File: src/ddrc_pkg.sv
package ddrc_pkg;
  // special-function-register addresses
  localparam logic [7:0] ADDR_CONVERTER_CONTROL = 8'hED;
  localparam logic [7:0] ADDR_CHAN0_CODE_LOW    = 8'hF9;
  localparam logic [7:0] ADDR_CHAN0_CODE_HIGH   = 8'hFA;
  localparam logic [7:0] ADDR_CHAN1_CODE_LOW    = 8'hFB;
  localparam logic [7:0] ADDR_CHAN1_CODE_HIGH   = 8'hFC;
  // control field positions
  localparam int BIT_MODE8   = 7;
  localparam int BIT_RANGE1  = 6;
  localparam int BIT_RANGE0  = 5;
  localparam int BIT_CLEAR1  = 4;
  localparam int BIT_CLEAR0  = 3;
  localparam int BIT_SYNC    = 2;
  localparam int BIT_POWER1  = 1;
  localparam int BIT_POWER0  = 0;
  // reset values
  localparam logic [7:0] CONTROL_RESET = 8'h04;
  localparam logic [7:0] DATA_RESET    = 8'h00;
  localparam logic [11:0] CODE_RESET   = 12'h000;
  localparam logic [3:0]  NIBBLE_ZERO  = 4'h0;
endpackage : ddrc_pkg

File: src/ddrc_channel.sv
`timescale 1ns/1ps
`default_nettype none
// one converter channel: byte holding registers and the presented code
module ddrc_channel
  import ddrc_pkg::*;
(
  // clock and reset
  input  wire logic        clk,
  input  wire logic        rstn,
  // register writes
  input  wire logic [7:0]  wdata,
  input  wire logic        wr_low,
  input  wire logic        wr_high,
  // control
  input  wire logic        mode8,
  input  wire logic        sync_on,
  input  wire logic        sync_rise,
  // state
  output logic      [7:0]  code_low_byte,
  output logic      [7:0]  code_high_byte,
  output logic      [11:0] code
);
  logic [11:0] staged;
  logic        take;

  // 12-bit right-justified, 8-bit uses the low byte alone
  assign staged = mode8 ? {NIBBLE_ZERO, wdata}
                        : {code_high_byte[3:0], wdata};
  // the high byte alone never reaches the output
  assign take = wr_low & sync_on;

  always_ff @(posedge clk) begin
    if (!rstn) begin
      code_low_byte  <= DATA_RESET;
      code_high_byte <= DATA_RESET;
    end else begin
      if (wr_low)
        code_low_byte <= wdata;
      if (wr_high)
        code_high_byte <= wdata;
    end
  end

  always_ff @(posedge clk) begin
    if (!rstn)
      code <= CODE_RESET;
    else if (take)
      code <= staged;
    else if (sync_rise)
      code <= mode8 ? {NIBBLE_ZERO, code_low_byte}
                    : {code_high_byte[3:0], code_low_byte};
  end
endmodule : ddrc_channel
`default_nettype wire

File: src/ddrc_top.sv
`timescale 1ns/1ps
`default_nettype none
module ddrc_top
  import ddrc_pkg::*;
(
  // clock and reset
  input  wire logic        clk,
  input  wire logic        rstn,
  // special function register bus
  input  wire logic [7:0]  sfr_addr,
  input  wire logic [7:0]  sfr_wdata,
  input  wire logic        sfr_wr,
  input  wire logic        sfr_rd,
  output logic      [7:0]  sfr_rdata,
  output logic             sfr_hit,
  // converter 0 analog controls
  output logic      [11:0] chan0_code,
  output logic             chan0_range_select,
  output logic             chan0_clear_n,
  output logic             chan0_power_on,
  output logic             chan0_output_enable,
  // converter 1 analog controls
  output logic      [11:0] chan1_code,
  output logic             chan1_range_select,
  output logic             chan1_clear_n,
  output logic             chan1_power_on,
  output logic             chan1_output_enable
);
  logic [7:0]  converter_control_r;
  logic [7:0]  converter_control_nxt;
  logic        sync_rise;
  logic        wr_ctrl;
  logic        wr0l;
  logic        wr0h;
  logic        wr1l;
  logic        wr1h;
  logic        mode8;
  logic        sync_on;
  logic [7:0]  chan0_code_low;
  logic [7:0]  chan0_code_high;
  logic [7:0]  chan1_code_low;
  logic [7:0]  chan1_code_high;
  logic [11:0] code0;
  logic [11:0] code1;
  logic [7:0]  rd_mux;

  // address decode
  assign wr_ctrl = sfr_wr && (sfr_addr == ADDR_CONVERTER_CONTROL);
  assign wr0l    = sfr_wr && (sfr_addr == ADDR_CHAN0_CODE_LOW);
  assign wr0h    = sfr_wr && (sfr_addr == ADDR_CHAN0_CODE_HIGH);
  assign wr1l    = sfr_wr && (sfr_addr == ADDR_CHAN1_CODE_LOW);
  assign wr1h    = sfr_wr && (sfr_addr == ADDR_CHAN1_CODE_HIGH);

  assign converter_control_nxt = wr_ctrl ? sfr_wdata : converter_control_r;
  assign mode8   = converter_control_r[BIT_MODE8];
  assign sync_on = converter_control_r[BIT_SYNC];
  // the writer orders high then low, so a pending pair is whole
  assign sync_rise = wr_ctrl && sfr_wdata[BIT_SYNC] && !sync_on;

  always_ff @(posedge clk) begin
    if (!rstn)
      converter_control_r <= CONTROL_RESET;
    else
      converter_control_r <= converter_control_nxt;
  end

  ddrc_channel u_chan0 (
    .clk            (clk),
    .rstn           (rstn),
    .wdata          (sfr_wdata),
    .wr_low         (wr0l),
    .wr_high        (wr0h),
    .mode8          (mode8),
    .sync_on        (sync_on),
    .sync_rise      (sync_rise),
    .code_low_byte  (chan0_code_low),
    .code_high_byte (chan0_code_high),
    .code           (code0)
  );

  ddrc_channel u_chan1 (
    .clk            (clk),
    .rstn           (rstn),
    .wdata          (sfr_wdata),
    .wr_low         (wr1l),
    .wr_high        (wr1h),
    .mode8          (mode8),
    .sync_on        (sync_on),
    .sync_rise      (sync_rise),
    .code_low_byte  (chan1_code_low),
    .code_high_byte (chan1_code_high),
    .code           (code1)
  );

  // readback of every register; other addresses belong to other blocks
  always_comb begin
    unique case (sfr_addr)
      ADDR_CONVERTER_CONTROL: rd_mux = converter_control_r;
      ADDR_CHAN0_CODE_LOW:    rd_mux = chan0_code_low;
      ADDR_CHAN0_CODE_HIGH:   rd_mux = chan0_code_high;
      ADDR_CHAN1_CODE_LOW:    rd_mux = chan1_code_low;
      ADDR_CHAN1_CODE_HIGH:   rd_mux = chan1_code_high;
      default:                rd_mux = DATA_RESET;
    endcase
  end

  assign sfr_hit = (sfr_addr == ADDR_CONVERTER_CONTROL) ||
                   ((sfr_addr >= ADDR_CHAN0_CODE_LOW) && (sfr_addr <= ADDR_CHAN1_CODE_HIGH));

  always_ff @(posedge clk) begin
    if (!rstn)
      sfr_rdata <= DATA_RESET;
    else if (sfr_rd)
      sfr_rdata <= rd_mux;
  end

  // cleared channels present code zero so the output sits at 0 V
  assign chan0_code = chan0_clear_n ? code0 : CODE_RESET;
  assign chan1_code = chan1_clear_n ? code1 : CODE_RESET;
  assign chan1_range_select  = converter_control_r[BIT_RANGE1];
  assign chan0_range_select  = converter_control_r[BIT_RANGE0];
  assign chan1_clear_n       = converter_control_r[BIT_CLEAR1];
  assign chan0_clear_n       = converter_control_r[BIT_CLEAR0];
  assign chan1_power_on      = converter_control_r[BIT_POWER1];
  assign chan0_power_on      = converter_control_r[BIT_POWER0];
  // powered-off buffers float
  assign chan1_output_enable = chan1_power_on;
  assign chan0_output_enable = chan0_power_on;
endmodule : ddrc_top
`default_nettype wire

File: config.mk
export PLATFORM = sky130hd
export DESIGN_NAME = ddrc_top
export DESIGN_NICKNAME = d
export VERILOG_FILES = /design/src/ddrc_pkg.sv /design/src/ddrc_channel.sv /design/src/ddrc_top.sv
export SDC_FILE = /design/constraint.sdc
export NUM_CORES = 1
export LEC_CHECK = 0
export ABC_AREA = 1
export CAP_MARGIN = 0
export CORE_MARGIN = 3
export CORE_UTILIZATION = 65
export DETAILED_ROUTE_END_ITERATION = 16
export DONT_BUFFER_PORTS = 1
export PLACE_DENSITY = 0.81
export SETUP_SLACK_MARGIN = 0.05
export SYNTH_ARGS = -nofsm -noshare
export SYNTH_HDL_FRONTEND = slang
export SYNTH_HIERARCHICAL = 1
export SYNTH_SLANG_ARGS = --single-unit
File: constraint.sdc
create_clock -name clk -period 4.6 [get_ports clk]
set_clock_uncertainty 0.1 [all_clocks]
set_input_delay 0.92 -clock clk [delete_from_list [all_inputs] [get_ports clk]]
set_output_delay 0.92 -clock clk [all_outputs]
set_load 0.01 [all_outputs]
== Yosys cells after proc, flatten, opt, wreduce, memory -nomap -nowiden ==
Index checks and enable logic that the tools add are counted.
Storage, ports and cells
  register bits: 72
  input bits: 20
  output and inout bits: 41
Cells by class
  order comparisons: 2
  equality and inequality tests: 5
  multiplexer cells: 11
  bitwise operators: 2
  reductions and logical operators: 12
Operators with widths (count)
  2-to-1 mux 12 bit: 10
  equality test 8 bit, second input constant: 5
  case mux 8 bit (5 select lines): 1
  >= comparator 8 bit, second input constant: 1
  less-or-equal comparator 8 bit, second input constant: 1
  logical AND 1 bit: 8
  nonzero test 2 bit: 2
  bitwise AND 1 bit: 2
  zero test 1 bit: 1
  logical OR 1 bit: 1

== Logic depth before layout (Yosys ltp) ==
Gate-level depths: netlist (run 1).
  word-level depth: 6
  depth in mapped cells: 14
  mapped depth without buffers: 13

== Cells and area by module ==
The synthesis (run 1) kept the hierarchy.
By module, submodules not included
  ddrc_channel: instances 2, cells each 155, area each 1126.1 sq um, sequential area each 560.5 sq um
  ddrc_top: instances 1, cells each 212, area each 1256.2 sq um, sequential area each 320.3 sq um

== Worst setup path after synthesis (run 1) ==
No wires, ideal clock.
  path type: in2out
  start: input sfr_addr[7]
  end: output sfr_hit
  arrival: 1.555 ns
  required time: 3.580 ns
  setup slack: 2.025 ns
  stages: 5
  path through: nand2_2 -> nor2_4 -> buf_6 -> nand2_1 -> nand3_1
On the way
  cells in the longest elaborated chain, start to end: 3
  elaborated cells on any way between the ends: 5
  classes of those cells: order compare: 2; eq/ne: 1; reduce/logical: 2
RTL lines
  start, declared: RTL line ddrc_top.sv:10  | input wire logic [7:0] sfr_addr,
  >= comparator 8 bit or less-or-equal comparator 8 bit (tied branches): RTL line ddrc_top.sv:108  | ((sfr_addr >= ADDR_CHAN0_CODE_LOW) && (sfr_addr <= ADDR_CHAN1_CODE_HIGH));
  logical AND 1 bit: RTL line ddrc_top.sv:108
  logical OR 1 bit *: RTL line ddrc_top.sv:107  | assign sfr_hit = (sfr_addr == ADDR_CONVERTER_CONTROL) ||
  end, declared: RTL line ddrc_top.sv:15  | output logic sfr_hit,
Mark *: on every way between the ends. The rest lies on a longest branch, timed or not.

== Final worst setup path (run 1) ==
  start: input sfr_addr[7]
  end: register u_chan1.code[9]
On the way
  elaborated cells on any way between the ends: 9
  classes of those cells: eq/ne: 2; mux: 1; bitwise: 1; reduce/logical: 5
RTL lines
  equality test 8 bit *: RTL line ddrc_top.sv:51  | assign wr1l = sfr_wr && (sfr_addr == ADDR_CHAN1_CODE_LOW);
  logical AND 1 bit *: RTL line ddrc_top.sv:51
  named net wr1l: RTL line ddrc_top.sv:35  | logic wr1l;
  bitwise AND 1 bit *: RTL line ddrc_channel.sv:30  | assign take = wr_low & sync_on;
  2-to-1 mux 12 bit or nonzero test 2 bit (tied branches)
  end signal, assigned: RTL line ddrc_channel.sv:48  | code <= staged;
  end signal, assigned: RTL line ddrc_channel.sv:50  | code <= mode8 ? {NIBBLE_ZERO, code_low_byte}
  end, declared: RTL line ddrc_channel.sv:21  | output logic [11:0] code
The timed path passes the listed nets; every way through them passes the cells marked *.
A chain may end at the register's enable or synchronous reset.

==> results of run 1 <==
==> worst min-delay path, stage by stage (launching register included) <==
cell,delay [ns]
dfxtp_1,0.32
inv_1,0.06
a21oi_1,0.06
==> state kept, by name, indices dropped and copies added, names as in the netlist <==
| name | count |
|---|---|
| converter_control_r | 8 |
| sfr_rdata | 8 |
| u_chan0/code | 12 |
| u_chan0/code_high_byte | 8 |
| u_chan0/code_low_byte | 8 |
| u_chan1/code | 12 |
| u_chan1/code_high_byte | 8 |
| u_chan1/code_low_byte | 8 |
==> final timing paths <==
kind	startpoint	end
worst min register to register	u_chan0/code_high_byte[0]	u_chan0/code_high_byte[0]
worst min-delay path	u_chan0/code_high_byte[0]	u_chan0/code_high_byte[0]
worst max-delay path	sfr_addr[7]	u_chan1/code[9]
worst max register to register	converter_control_r[2]	u_chan0/code[8]
==> power by group through the flow <==
stage	Clock [W]	Sequential, W	Combinational (W)
global placement	0	0.000646	0.0000314
global route	0.000645	0.000632	0.0000363
CTS	0.000617	0.000632	0.0000321
finish	0.000613	0.000632	0.0000325
floorplan	0	0.000645	0.0000328
detailed placement	0	0.000647	0.0000319
==> area by class of cell <==
type | count | area [um2]
flip-flops and latches | 72 | 1440
fillers | 452 | 1480
multi-input cells | 367 | 1690
well taps | 70 | 87.6
repair buffers | 2 | 15.0
inverters | 58 | 218
clock inverters | 5 | 104
clock buffers | 11 | 141
==> routing by layer <==
metal	vias up	GRT usage, %	share of wire (%)
li1	1654	-	-
met1	1519	41.2	41
met2	187	47.3	46
met3	24	5.87	9.3
met4	0	14.4	3.1
met5	-	0	0
==> cell families after synthesis <==
| kind of cell | count (synthesis) | synth area share [%] |
|---|---|---|
| flip-flops | 72 | 41.1 |
| AO/OA/AOI/OAI | 83 | 11.8 |
| AND/OR/NAND/NOR | 284 | 36.2 |
| buffers and inverters | 83 | 10.8 |
==> through the flow <==
stage / std cells / util (%) / setup slack, ns / total power (W)
finish: 585 / 71.4 / 1.66 / 0.00128
global route: 585 / 71.4 / 1.40 / 0.00131
CTS: 585 / 71.4 / 1.77 / 0.00128
detailed placement: 569 / 66.7 / 1.41 / 0.000679
global placement: 569 / 66.7 / 1.43 / 0.000678
floorplan: 522 / - / 2.03 / 0.000678
==> cell usage after synthesis (all sizes together) <==
master  instances  area (um2)
a21oi          26         130
o21ai          57         285
nand3          94         470
nor2           99         434
nand2          90         360
dfxtp          72        1440
buf            17         133
nand4           1        6.26
clkbuf          8        30.0
inv            58         218
==> summary.md, run 1 <==
| Metric | Value |
|---|---|
| Run status | `finished clean` |
| Hold slack | `0.380 ns` |
| Post-route cell area | `3690 um2` |
| Dpl cell area | `3450 um2` |
| Netlist cell types | `19` |
| Fin Setup TNS | `0 ns` |
| Starting density of the core | `67.8%` |
| Flop pwr share | `49.5%` |
| CP Data Arrival Time | `3.11 ns` |
| Sequential fraction of the synthesis area | `41.1%` |
| Starting DRT DRC Count | `271` |
| Nets | `530` |
| Fin. Hold Viols | `0` |
| FP Rows | `26` |
| Vias per inst | `5.78` |
| TritonCTS buffer count | `9` |
| RSZ-0062 raised after global routing | `false` |
| Final setup vio count | `0` |
| I/O pin total | `61` |
| Routed wire length | `9220 um` |
| DIE HEIGHT | `79.5 um` |
| Clk slew on worst S/H paths | `0.08 ns` |
| Levels on crit path | `8` |
| Core Region | `5170 um2` |
| Leading cell types in the layout, fill and taps excluded | `nand3_1, nor2_1, nand2_1` |
| CP bufs+invs | `0` |
| HP Class | `flop to flop` |
| FF-to-FF path depth | `6` |
| Tmin final | `2.94 ns` |
| #FFs+latches synth | `72` |
| Post-CTS Hold Buffers | `0` |
| Transition time of the tightest slew-check pin | `0.739 ns` |
| Vias in the first global route | `3,040` |
| CP top delay family | `simple AND/OR/NAND/NOR gates` |
| YS warnings | `6` |
| Pre-antenna DRT Iters | `6` |
| Reg2Reg Setup Slack | `2.72 ns` |
| Fraction of layout cells with a size suffix above 1 | `7.77%` |
| Worst slew margin relative to its limit | `50.5%` |
| Worst path max stage delay | `0.58 ns` |
| Syn Std Cell Area | `3510 um2` |
| CP Cell Sequence | `nand2_2 -> nor2_4 -> nand2_1 -> nor2_1 -> nand2_2 -> nand2_1 -> nand2_1 -> a21oi_1` |
| CP Data Required Time | `4.77 ns` |
| Final period util | `63.9%` |
| CP max FO | `28` |
| # DRC | `0` |
| Layout area overhead | `5.28%` |
| H-tree depth | `3` |
| Global-route wire length before repair | `14,800 um` |
| Drt wl/cell | `15.8 um` |
| Initial antenna violation count | `0` |
| PortBufs | `0` |
| Syn avg cell area | `6.72 um2` |
| Internal power | `0.00101 W` |
| CTS Sinks | `72` |
| Largest net degree at the start of global routing | `57` |
| Total grt overflow | `0` |
| CTS tree | `built` |
| Clock power share | `48.0%` |
| Syn Nets | `542` |
| Clock root buffer | `clkbuf_8` |
| HPWL Detailed | `6280 um` |
| Worst VDD drop | `0.243 mV` |
| Commonest non-fill, non-tap cell in the layout | `nand3_1` |
| F_max | `340 MHz` |
| Antenna viol nets, final | `0` |
| Pleak | `1.81 nW` |
| Final Max Tran Viols | `0` |
| Slowest-stage cell, CP | `nor2_1` |
| Max cap viols | `0` |
| Gpl congestion | `0.878` |
| Sw Pwr | `0.000265 W` |
| Switch share | `20.7%` |
| Clock tree buffer depth | `2` |
| Postcts setup bufs | `0` |
| Startpoint Class | `primary input` |
| Via count | `3,384` |
| Cts repair resizes | `0` |
| Insertion delay of the later-clocked pin in the worst-skew pair | `0.35 ns` |
| Synth Instances | `522` |
| Gate power share | `2.5%` |
| Crit Path Category | `primary input to flop` |
| WHS Path Cells | `2` |
| Die Wd | `79.5 um` |
| Power Dens Cells | `346 nW/um2` |
| Crit path capture type | `flop` |
| GRT Total Usage | `30.7%` |
| Die area | `6310 um2` |
| Most used cell, CP | `nand2_1` |
| Number of diodes | `0` |
(Power assumes the default switching activity.)
==> inputs of run 2 (changes only) <==
--- a/config.mk
+++ b/config.mk
@@ -5,13 +5,13 @@
 export SDC_FILE = /design/constraint.sdc
 export NUM_CORES = 1
 export LEC_CHECK = 0
-export ABC_AREA = 1
+export ABC_AREA = 0
 export CAP_MARGIN = 0
 export CORE_MARGIN = 3
-export CORE_UTILIZATION = 65
+export CORE_UTILIZATION = 63
 export DETAILED_ROUTE_END_ITERATION = 16
 export DONT_BUFFER_PORTS = 1
-export PLACE_DENSITY = 0.81
+export PLACE_DENSITY = 0.79
 export SETUP_SLACK_MARGIN = 0.05
 export SYNTH_ARGS = -nofsm -noshare
 export SYNTH_HDL_FRONTEND = slang
==> constraint.sdc (replaced) <==
create_clock -name clk -period 2.92 [get_ports clk]
set_clock_uncertainty 0.1 [all_clocks]
set_input_delay 0.584 -clock clk [delete_from_list [all_inputs] [get_ports clk]]
set_output_delay 0.584 -clock clk [all_outputs]
set_load 0.01 [all_outputs]
==> run 2 against run 1 <==
Against the previous run:
- clock power is 30% higher
- routed wire length is 4.2% lower
- synthesized cell count fell by 28%
- combinational power grew 89%
- critical path depth down 7
- register-to-register slack got worse by 1.3 ns
- final area up 3.4%
- die area increased by 8.0%
- global-route usage is 3.0 points lower
- total power rose by 45%
- worst hold slack got worse by 0.16 ns
- critical path type is now flop to output pin
- critical endpoint is now chan1_code[10]
- largest power group unchanged
==> summary.md, run 2 <==
| Metric | Value |
|---|---|
| Startpoint Class | `flop` |
| Vias per inst | `6.53` |
| Via count | `2,885` |
| Final Max Tran Viols | `0` |
| Netlist cell types | `43` |
| Top flop regs | `u_chan0/code x12, u_chan1/code x12` |
| CP top delay family | `flip-flops` |
| F_max | `492 MHz` |
| Final setup vio count | `0` |
| Initial antenna violation count | `0` |
| Main synth FF type | `dfxtp_1` |
| Drt wl/cell | `20.0 um` |
| Insertion delay of the later-clocked pin in the worst-skew pair | `0.35 ns` |
| Largest net degree at the start of global routing | `29` |
| Post-CTS Hold Buffers | `0` |
| Gate power share | `3.3%` |
| Global-route wire length before repair | `13,800 um` |
| Transition time of the tightest slew-check pin | `0.836 ns` |
| Starting DRT DRC Count | `220` |
| CP bufs+invs | `0` |
| Layout area overhead | `3.39%` |
| Synth async-reset ratio | `0%` |
| Fin util | `68.5%` |
| Syn Std Cell Area | `3690 um2` |
| DIE HEIGHT | `82.6 um` |
| Die area | `6820 um2` |
| GRT Total Usage | `27.6%` |
| Crit path capture type | `output pin` |
| Area leader, netlist | `dfxtp_1` |
| CP Data Arrival Time | `1.35 ns` |
| CTS tree | `built` |
| Reg2reg start | `converter_control_r[4]` |
| Sw Pwr | `0.000405 W` |
| TritonCTS buffer count | `9` |
| Synth Instances | `377` |
| Clock power share | `43.0%` |
| H-tree depth | `3` |
| Fin. Hold Viols | `0` |
| Nets | `385` |
| Fill cells | `457` |
| HP Class | `primary input to flop` |
| Pre-antenna DRT Iters | `5` |
| Post-synth EDFFs | `0` |
| Cell with the most instances after synthesis | `dfxtp_1` |
| Leading cell types in the layout, fill and taps excluded | `dfxtp_1, mux2i_1, nor2_1` |
| Crit Path Category | `flop to output pin` |
| Post-synth top area share | `39.0%` |
| Postcts setup bufs | `0` |
| I/O pin total | `61` |
| Worst path max stage delay | `0.72 ns` |
| WHS Path Cells | `1` |
| CP max FO | `15` |
| Levels on crit path | `1` |
| Die Wd | `82.6 um` |
| #FFs+latches synth | `72` |
| Worst Setup SP | `converter_control_r[4]` |
| Tmin final | `2.03 ns` |
| Vias in the first global route | `2,677` |
| Starting density of the core | `66.3%` |
| FF-to-FF path depth | `3` |
| Commonest non-fill, non-tap cell in the layout | `dfxtp_1` |
| Syn avg cell area | `9.80 um2` |
| Switch share | `21.9%` |
| RSZ-0062 raised after global routing | `false` |
| Total grt overflow | `0` |
| Power Dens Cells | `486 nW/um2` |
| YS warnings | `6` |
| PortBufs | `0` |
| CP Cell Sequence | `and2_1` |
| Min-Delay Startpoint | `rstn` |
| CTS Sinks | `72` |
| Final period util | `69.7%` |
| Antenna viol nets, final | `0` |
| HPWL Detailed | `6060 um` |
| Clk slew on worst S/H paths | `0.07 ns` |
| Core Region | `5570 um2` |
| Clock tree buffer depth | `2` |
| Cts repair resizes | `0` |
| Number of diodes | `0` |
| Fin Setup TNS | `0 ns` |
| Slowest-stage cell, CP | `dfxtp_1` |
| Max cap viols | `0` |
| CP Data Required Time | `2.24 ns` |
| Power Total | `0.00185 W` |
| Worst VDD drop | `0.314 mV` |
| Gpl congestion | `0.875` |
| Sequential fraction of the synthesis area | `39.0%` |
| Worst slew margin relative to its limit | `44.2%` |
| Internal power | `0.00145 W` |
| # DRC | `0` |
| Flop pwr share | `53.7%` |
| FP Rows | `27` |
| Top cells by area, synth | `dfxtp_1, mux2i_1, and2_1, and3b_2, nor2_1` |
| Most frequent cells after synthesis | `dfxtp_1, mux2i_1, nor2_1, and2_1, nand3_1` |
| Fraction of layout cells with a size suffix above 1 | `14.3%` |
| Run status | `finished clean` |
| Pleak | `1.34 nW` |
| Routed wire length | `8830 um` |
| Syn Nets | `397` |
| Clock root buffer | `clkbuf_8` |
-- run 2: cell count changes after synthesis, moves of 19 or more --
cell,change
and2_1,+24
o21ai_0,-38
inv_1,-47
mux2i_1,+56
nand3_1,-79
a21oi_1,-19
nor2_1,-54
nand2_1,-75
-- run 2: per-layer routing --
layer | part of all wire, % | GRT usage (%) | vias up
li1 | - | - | 1349
met4 | 3.0 | 12.4 | 0
met3 | 7.9 | 6.18 | 23
met2 | 46 | 44.4 | 131
met1 | 44 | 35.3 | 1382
met5 | 0 | 0 | -
-- run 2: through the flow --
step / worst slack [ns] / cells / instance area (um2) / hold slack [ns]
after global placement: 0.685 / 426 / 3620 / 0.340
after floorplan: 0.880 / 377 / 3690 / 0.333
after detailed placement: 0.613 / 426 / 3620 / 0.351
after global routing: 0.788 / 442 / 3820 / 0.222
final: 0.886 / 442 / 3820 / 0.222
after CTS: 0.862 / 442 / 3820 / 0.215
-- run 2: kinds of logic (layout without fill, tap and decap cells) --
logic type / count (synthesis) / after routing / synth area share (%)
AOI/OAI and AO/OA: 63 / 63 / 12.5
xor gates and xnor gates: 1 / 1 / 0.237
buffers and inverters: 36 / 29 / 6.71
DFF: 72 / 72 / 39.0
muxes: 64 / 64 / 17.9
and+or+nand+nor: 141 / 141 / 23.6
-- run 2: final cells by class --
cell class              count  area, um2  area share, %
clock inverters             3       40.0           1.05
flip-flops and latches     72       1440           37.7
well taps                  72       90.1           2.36
multi-input cells         269       2010           52.6
repair buffers              8       60.1           1.57
inverters                   5       18.8          0.491
clock buffers              13        159           4.16
-- run 2: power by group through the flow --
stage	registers (W)	clock network (W)	logic (W)
CTS	0.000995	0.000805	0.0000606
floorplan	0.00102	0	0.0000660
global route	0.000996	0.000845	0.0000674
detailed placement	0.00102	0	0.0000598
global placement	0.00102	0	0.0000586
finish	0.000996	0.000798	0.0000615
-- run 2: worst paths after layout --
path | end | slack (ns)
worst min register to register | u_chan1/code[10] | 0.36
worst max register to register | sfr_rdata[4] | 1.41
worst min-delay path | converter_control_r[2] | 0.22
worst max-delay path | chan1_code[10] | 0.89
==> inputs of run 3 (changes only) <==
==> constraint.sdc (replaced) <==
create_clock -name clk -period 1.9 [get_ports clk]
set_clock_uncertainty 0.1 [all_clocks]
set_input_delay 0.38 -clock clk [delete_from_list [all_inputs] [get_ports clk]]
set_output_delay 0.38 -clock clk [all_outputs]
set_load 0.01 [all_outputs]
==> run 3 against run 2 <==
Against the previous run:
- largest cell class unchanged
- critical path depth unchanged
- setup slack got worse by 0.73 ns
- highest routed layer unchanged
- critical endpoint is now chan1_code[5]
- final cell count rose by 1.8%
- critical path type unchanged
==> summary.md, run 3 (synthesis results as in run 2) <==
| Metric | Value |
|---|---|
| Clock power share | `44.5%` |
| Core Region | `5570 um2` |
| CP Data Required Time | `1.42 ns` |
| Worst VDD drop | `0.562 mV` |
| Clk slew on worst S/H paths | `0.08 ns` |
| Via count | `2,940` |
| Die area | `6820 um2` |
| Vias in the first global route | `2,721` |
| Vias per inst | `6.53` |
| CP max FO | `14` |
| Top flop regs | `u_chan0/code x12, u_chan1/code x12` |
| Slowest-stage cell, CP | `dfxtp_1` |
| TritonCTS buffer count | `9` |
| PortBufs | `0` |
| Die Wd | `82.6 um` |
| Switch share | `22.8%` |
| Sw Pwr | `0.000672 W` |
| Fraction of layout cells with a size suffix above 1 | `16.7%` |
| Worst slew margin relative to its limit | `67.5%` |
| Flop pwr share | `51.9%` |
| Drt wl/cell | `20.4 um` |
| DIE HEIGHT | `82.6 um` |
| Clock root buffer | `clkbuf_8` |
| Final Max Tran Viols | `0` |
| CTS tree | `built` |
| Antenna viol nets, final | `0` |
| CP Cell Sequence | `and2_1` |
| Largest net degree at the start of global routing | `29` |
| Nets | `393` |
| CTS Sinks | `72` |
| Crit Path Category | `flop to output pin` |
| F_max | `574 MHz` |
| Power Total | `0.00294 W` |
| HP Class | `primary input to flop` |
| Power Dens Cells | `746 nW/um2` |
| Post-CTS Hold Buffers | `0` |
| Crit path capture type | `output pin` |
| Dpl cells | `434` |
| Reg2reg start | `converter_control_r[4]` |
| Final setup vio count | `0` |
| Reg2Reg Setup Slack | `0.47 ns` |
| Final period util | `91.7%` |
| Number of diodes | `0` |
| Run status | `finished clean` |
| Dpl cell area | `3730 um2` |
| Fin Setup TNS | `0 ns` |
| Postcts setup bufs | `0` |
| WHS Path Cells | `1` |
| Insertion delay of the later-clocked pin in the worst-skew pair | `0.36 ns` |
| Starting DRT DRC Count | `253` |
| Max cap viols | `0` |
| Transition time of the tightest slew-check pin | `0.487 ns` |
| Worst path max stage delay | `0.63 ns` |
| I/O pin total | `61` |
| Initial antenna violation count | `0` |
| # DRC | `0` |
| CP top delay family | `flip-flops` |
| Clock tree buffer depth | `2` |
| RSZ-0062 raised after global routing | `false` |
| Post-route insts no fill | `450` |
| Total grt overflow | `0` |
| CP Data Arrival Time | `1.26 ns` |
| Leading cell types in the layout, fill and taps excluded | `dfxtp_1, mux2i_1, nor2_1` |
| Internal power | `0.00227 W` |
| CP bufs+invs | `0` |
| Gpl congestion | `0.903` |
| Tmin final | `1.74 ns` |
| Routed wire length | `9180 um` |
| Cts repair resizes | `0` |
| Fin. Hold Viols | `0` |
| Global-route wire length before repair | `14,600 um` |
| Pleak | `1.39 nW` |
| Min-Delay Startpoint | `rstn` |
| Gate power share | `3.5%` |
| Commonest non-fill, non-tap cell in the layout | `dfxtp_1` |
| FF-to-FF path depth | `3` |
| Startpoint Class | `flop` |
| GRT Total Usage | `28.9%` |
| Hold endpoint | `converter_control_r[2]` |
| Layout area overhead | `6.84%` |
| Post-route cell area | `3950 um2` |
| Fin util | `70.8%` |
| Reg2reg end | `sfr_rdata[4]` |
| H-tree depth | `3` |
| HPWL Detailed | `6210 um` |
| Pre-antenna DRT Iters | `5` |
| FP Rows | `27` |
| Starting density of the core | `66.3%` |
[run 3: stage by stage]
stage	hold slack [ns]	worst slack [ns]
after global routing	0.0102	0.0516
after global placement	0.340	0.128
after detailed placement	0.354	0.0898
final	0.00974	0.158
after CTS	0.0101	0.154
after floorplan	0.333	0.0636
[run 3: area by class of cell]
class | instances | area, um2
Multi-Input combinational cell | 269 | 2010
Tap cell | 72 | 90.1
Timing Repair Buffer | 16 | 170
Clock inverter | 4 | 51.3
Fill cell | 419 | 1630
Clock buffer | 12 | 165
Inverter | 5 | 18.8
Sequential cell | 72 | 1440
[run 3: routing by layer]
metal  vias up  GRT usage [%]  part of all wire [%]
li1       1363              -                     -
met1      1383           39.0                    41
met2       167           42.5                    46
met3        27           9.87                    10
met4         0           10.9                   2.7
met5         -              0                     0
[run 3: how the worst max path moves through the flow]
| stage | from | depth (start not counted) | to | slack (ns) |
|---|---|---|---|---|
| floorplan | sfr_addr[5] | 7 | u_chan0/code[3] | 0.06 |
| global placement | sfr_addr[5] | 6 | u_chan1/code[1] | 0.13 |
| detailed placement | sfr_addr[5] | 6 | u_chan1/code[6] | 0.09 |
| CTS | converter_control_r[3] | 1 | chan0_code[8] | 0.15 |
| global route | converter_control_r[3] | 1 | chan0_code[8] | 0.05 |
| finish | converter_control_r[4] | 1 | chan1_code[5] | 0.16 |
[run 3: power groups by stage]
stage	Combinational [W]	Sequential, W	Clock (W)
finish	0.000103	0.00153	0.00131
global route	0.000113	0.00153	0.00139
CTS	0.000101	0.00153	0.00132
detailed placement	0.000100	0.00157	0
global placement	0.0000982	0.00156	0
floorplan	0.000101	0.00156	0
[run 3: worst reg2reg max path: stages (launching register included)]
cell and delay, ns:
dfxtp_1 0.63, nand3b_1 0.14, a211o_1 0.31, a31oi_1 0.18
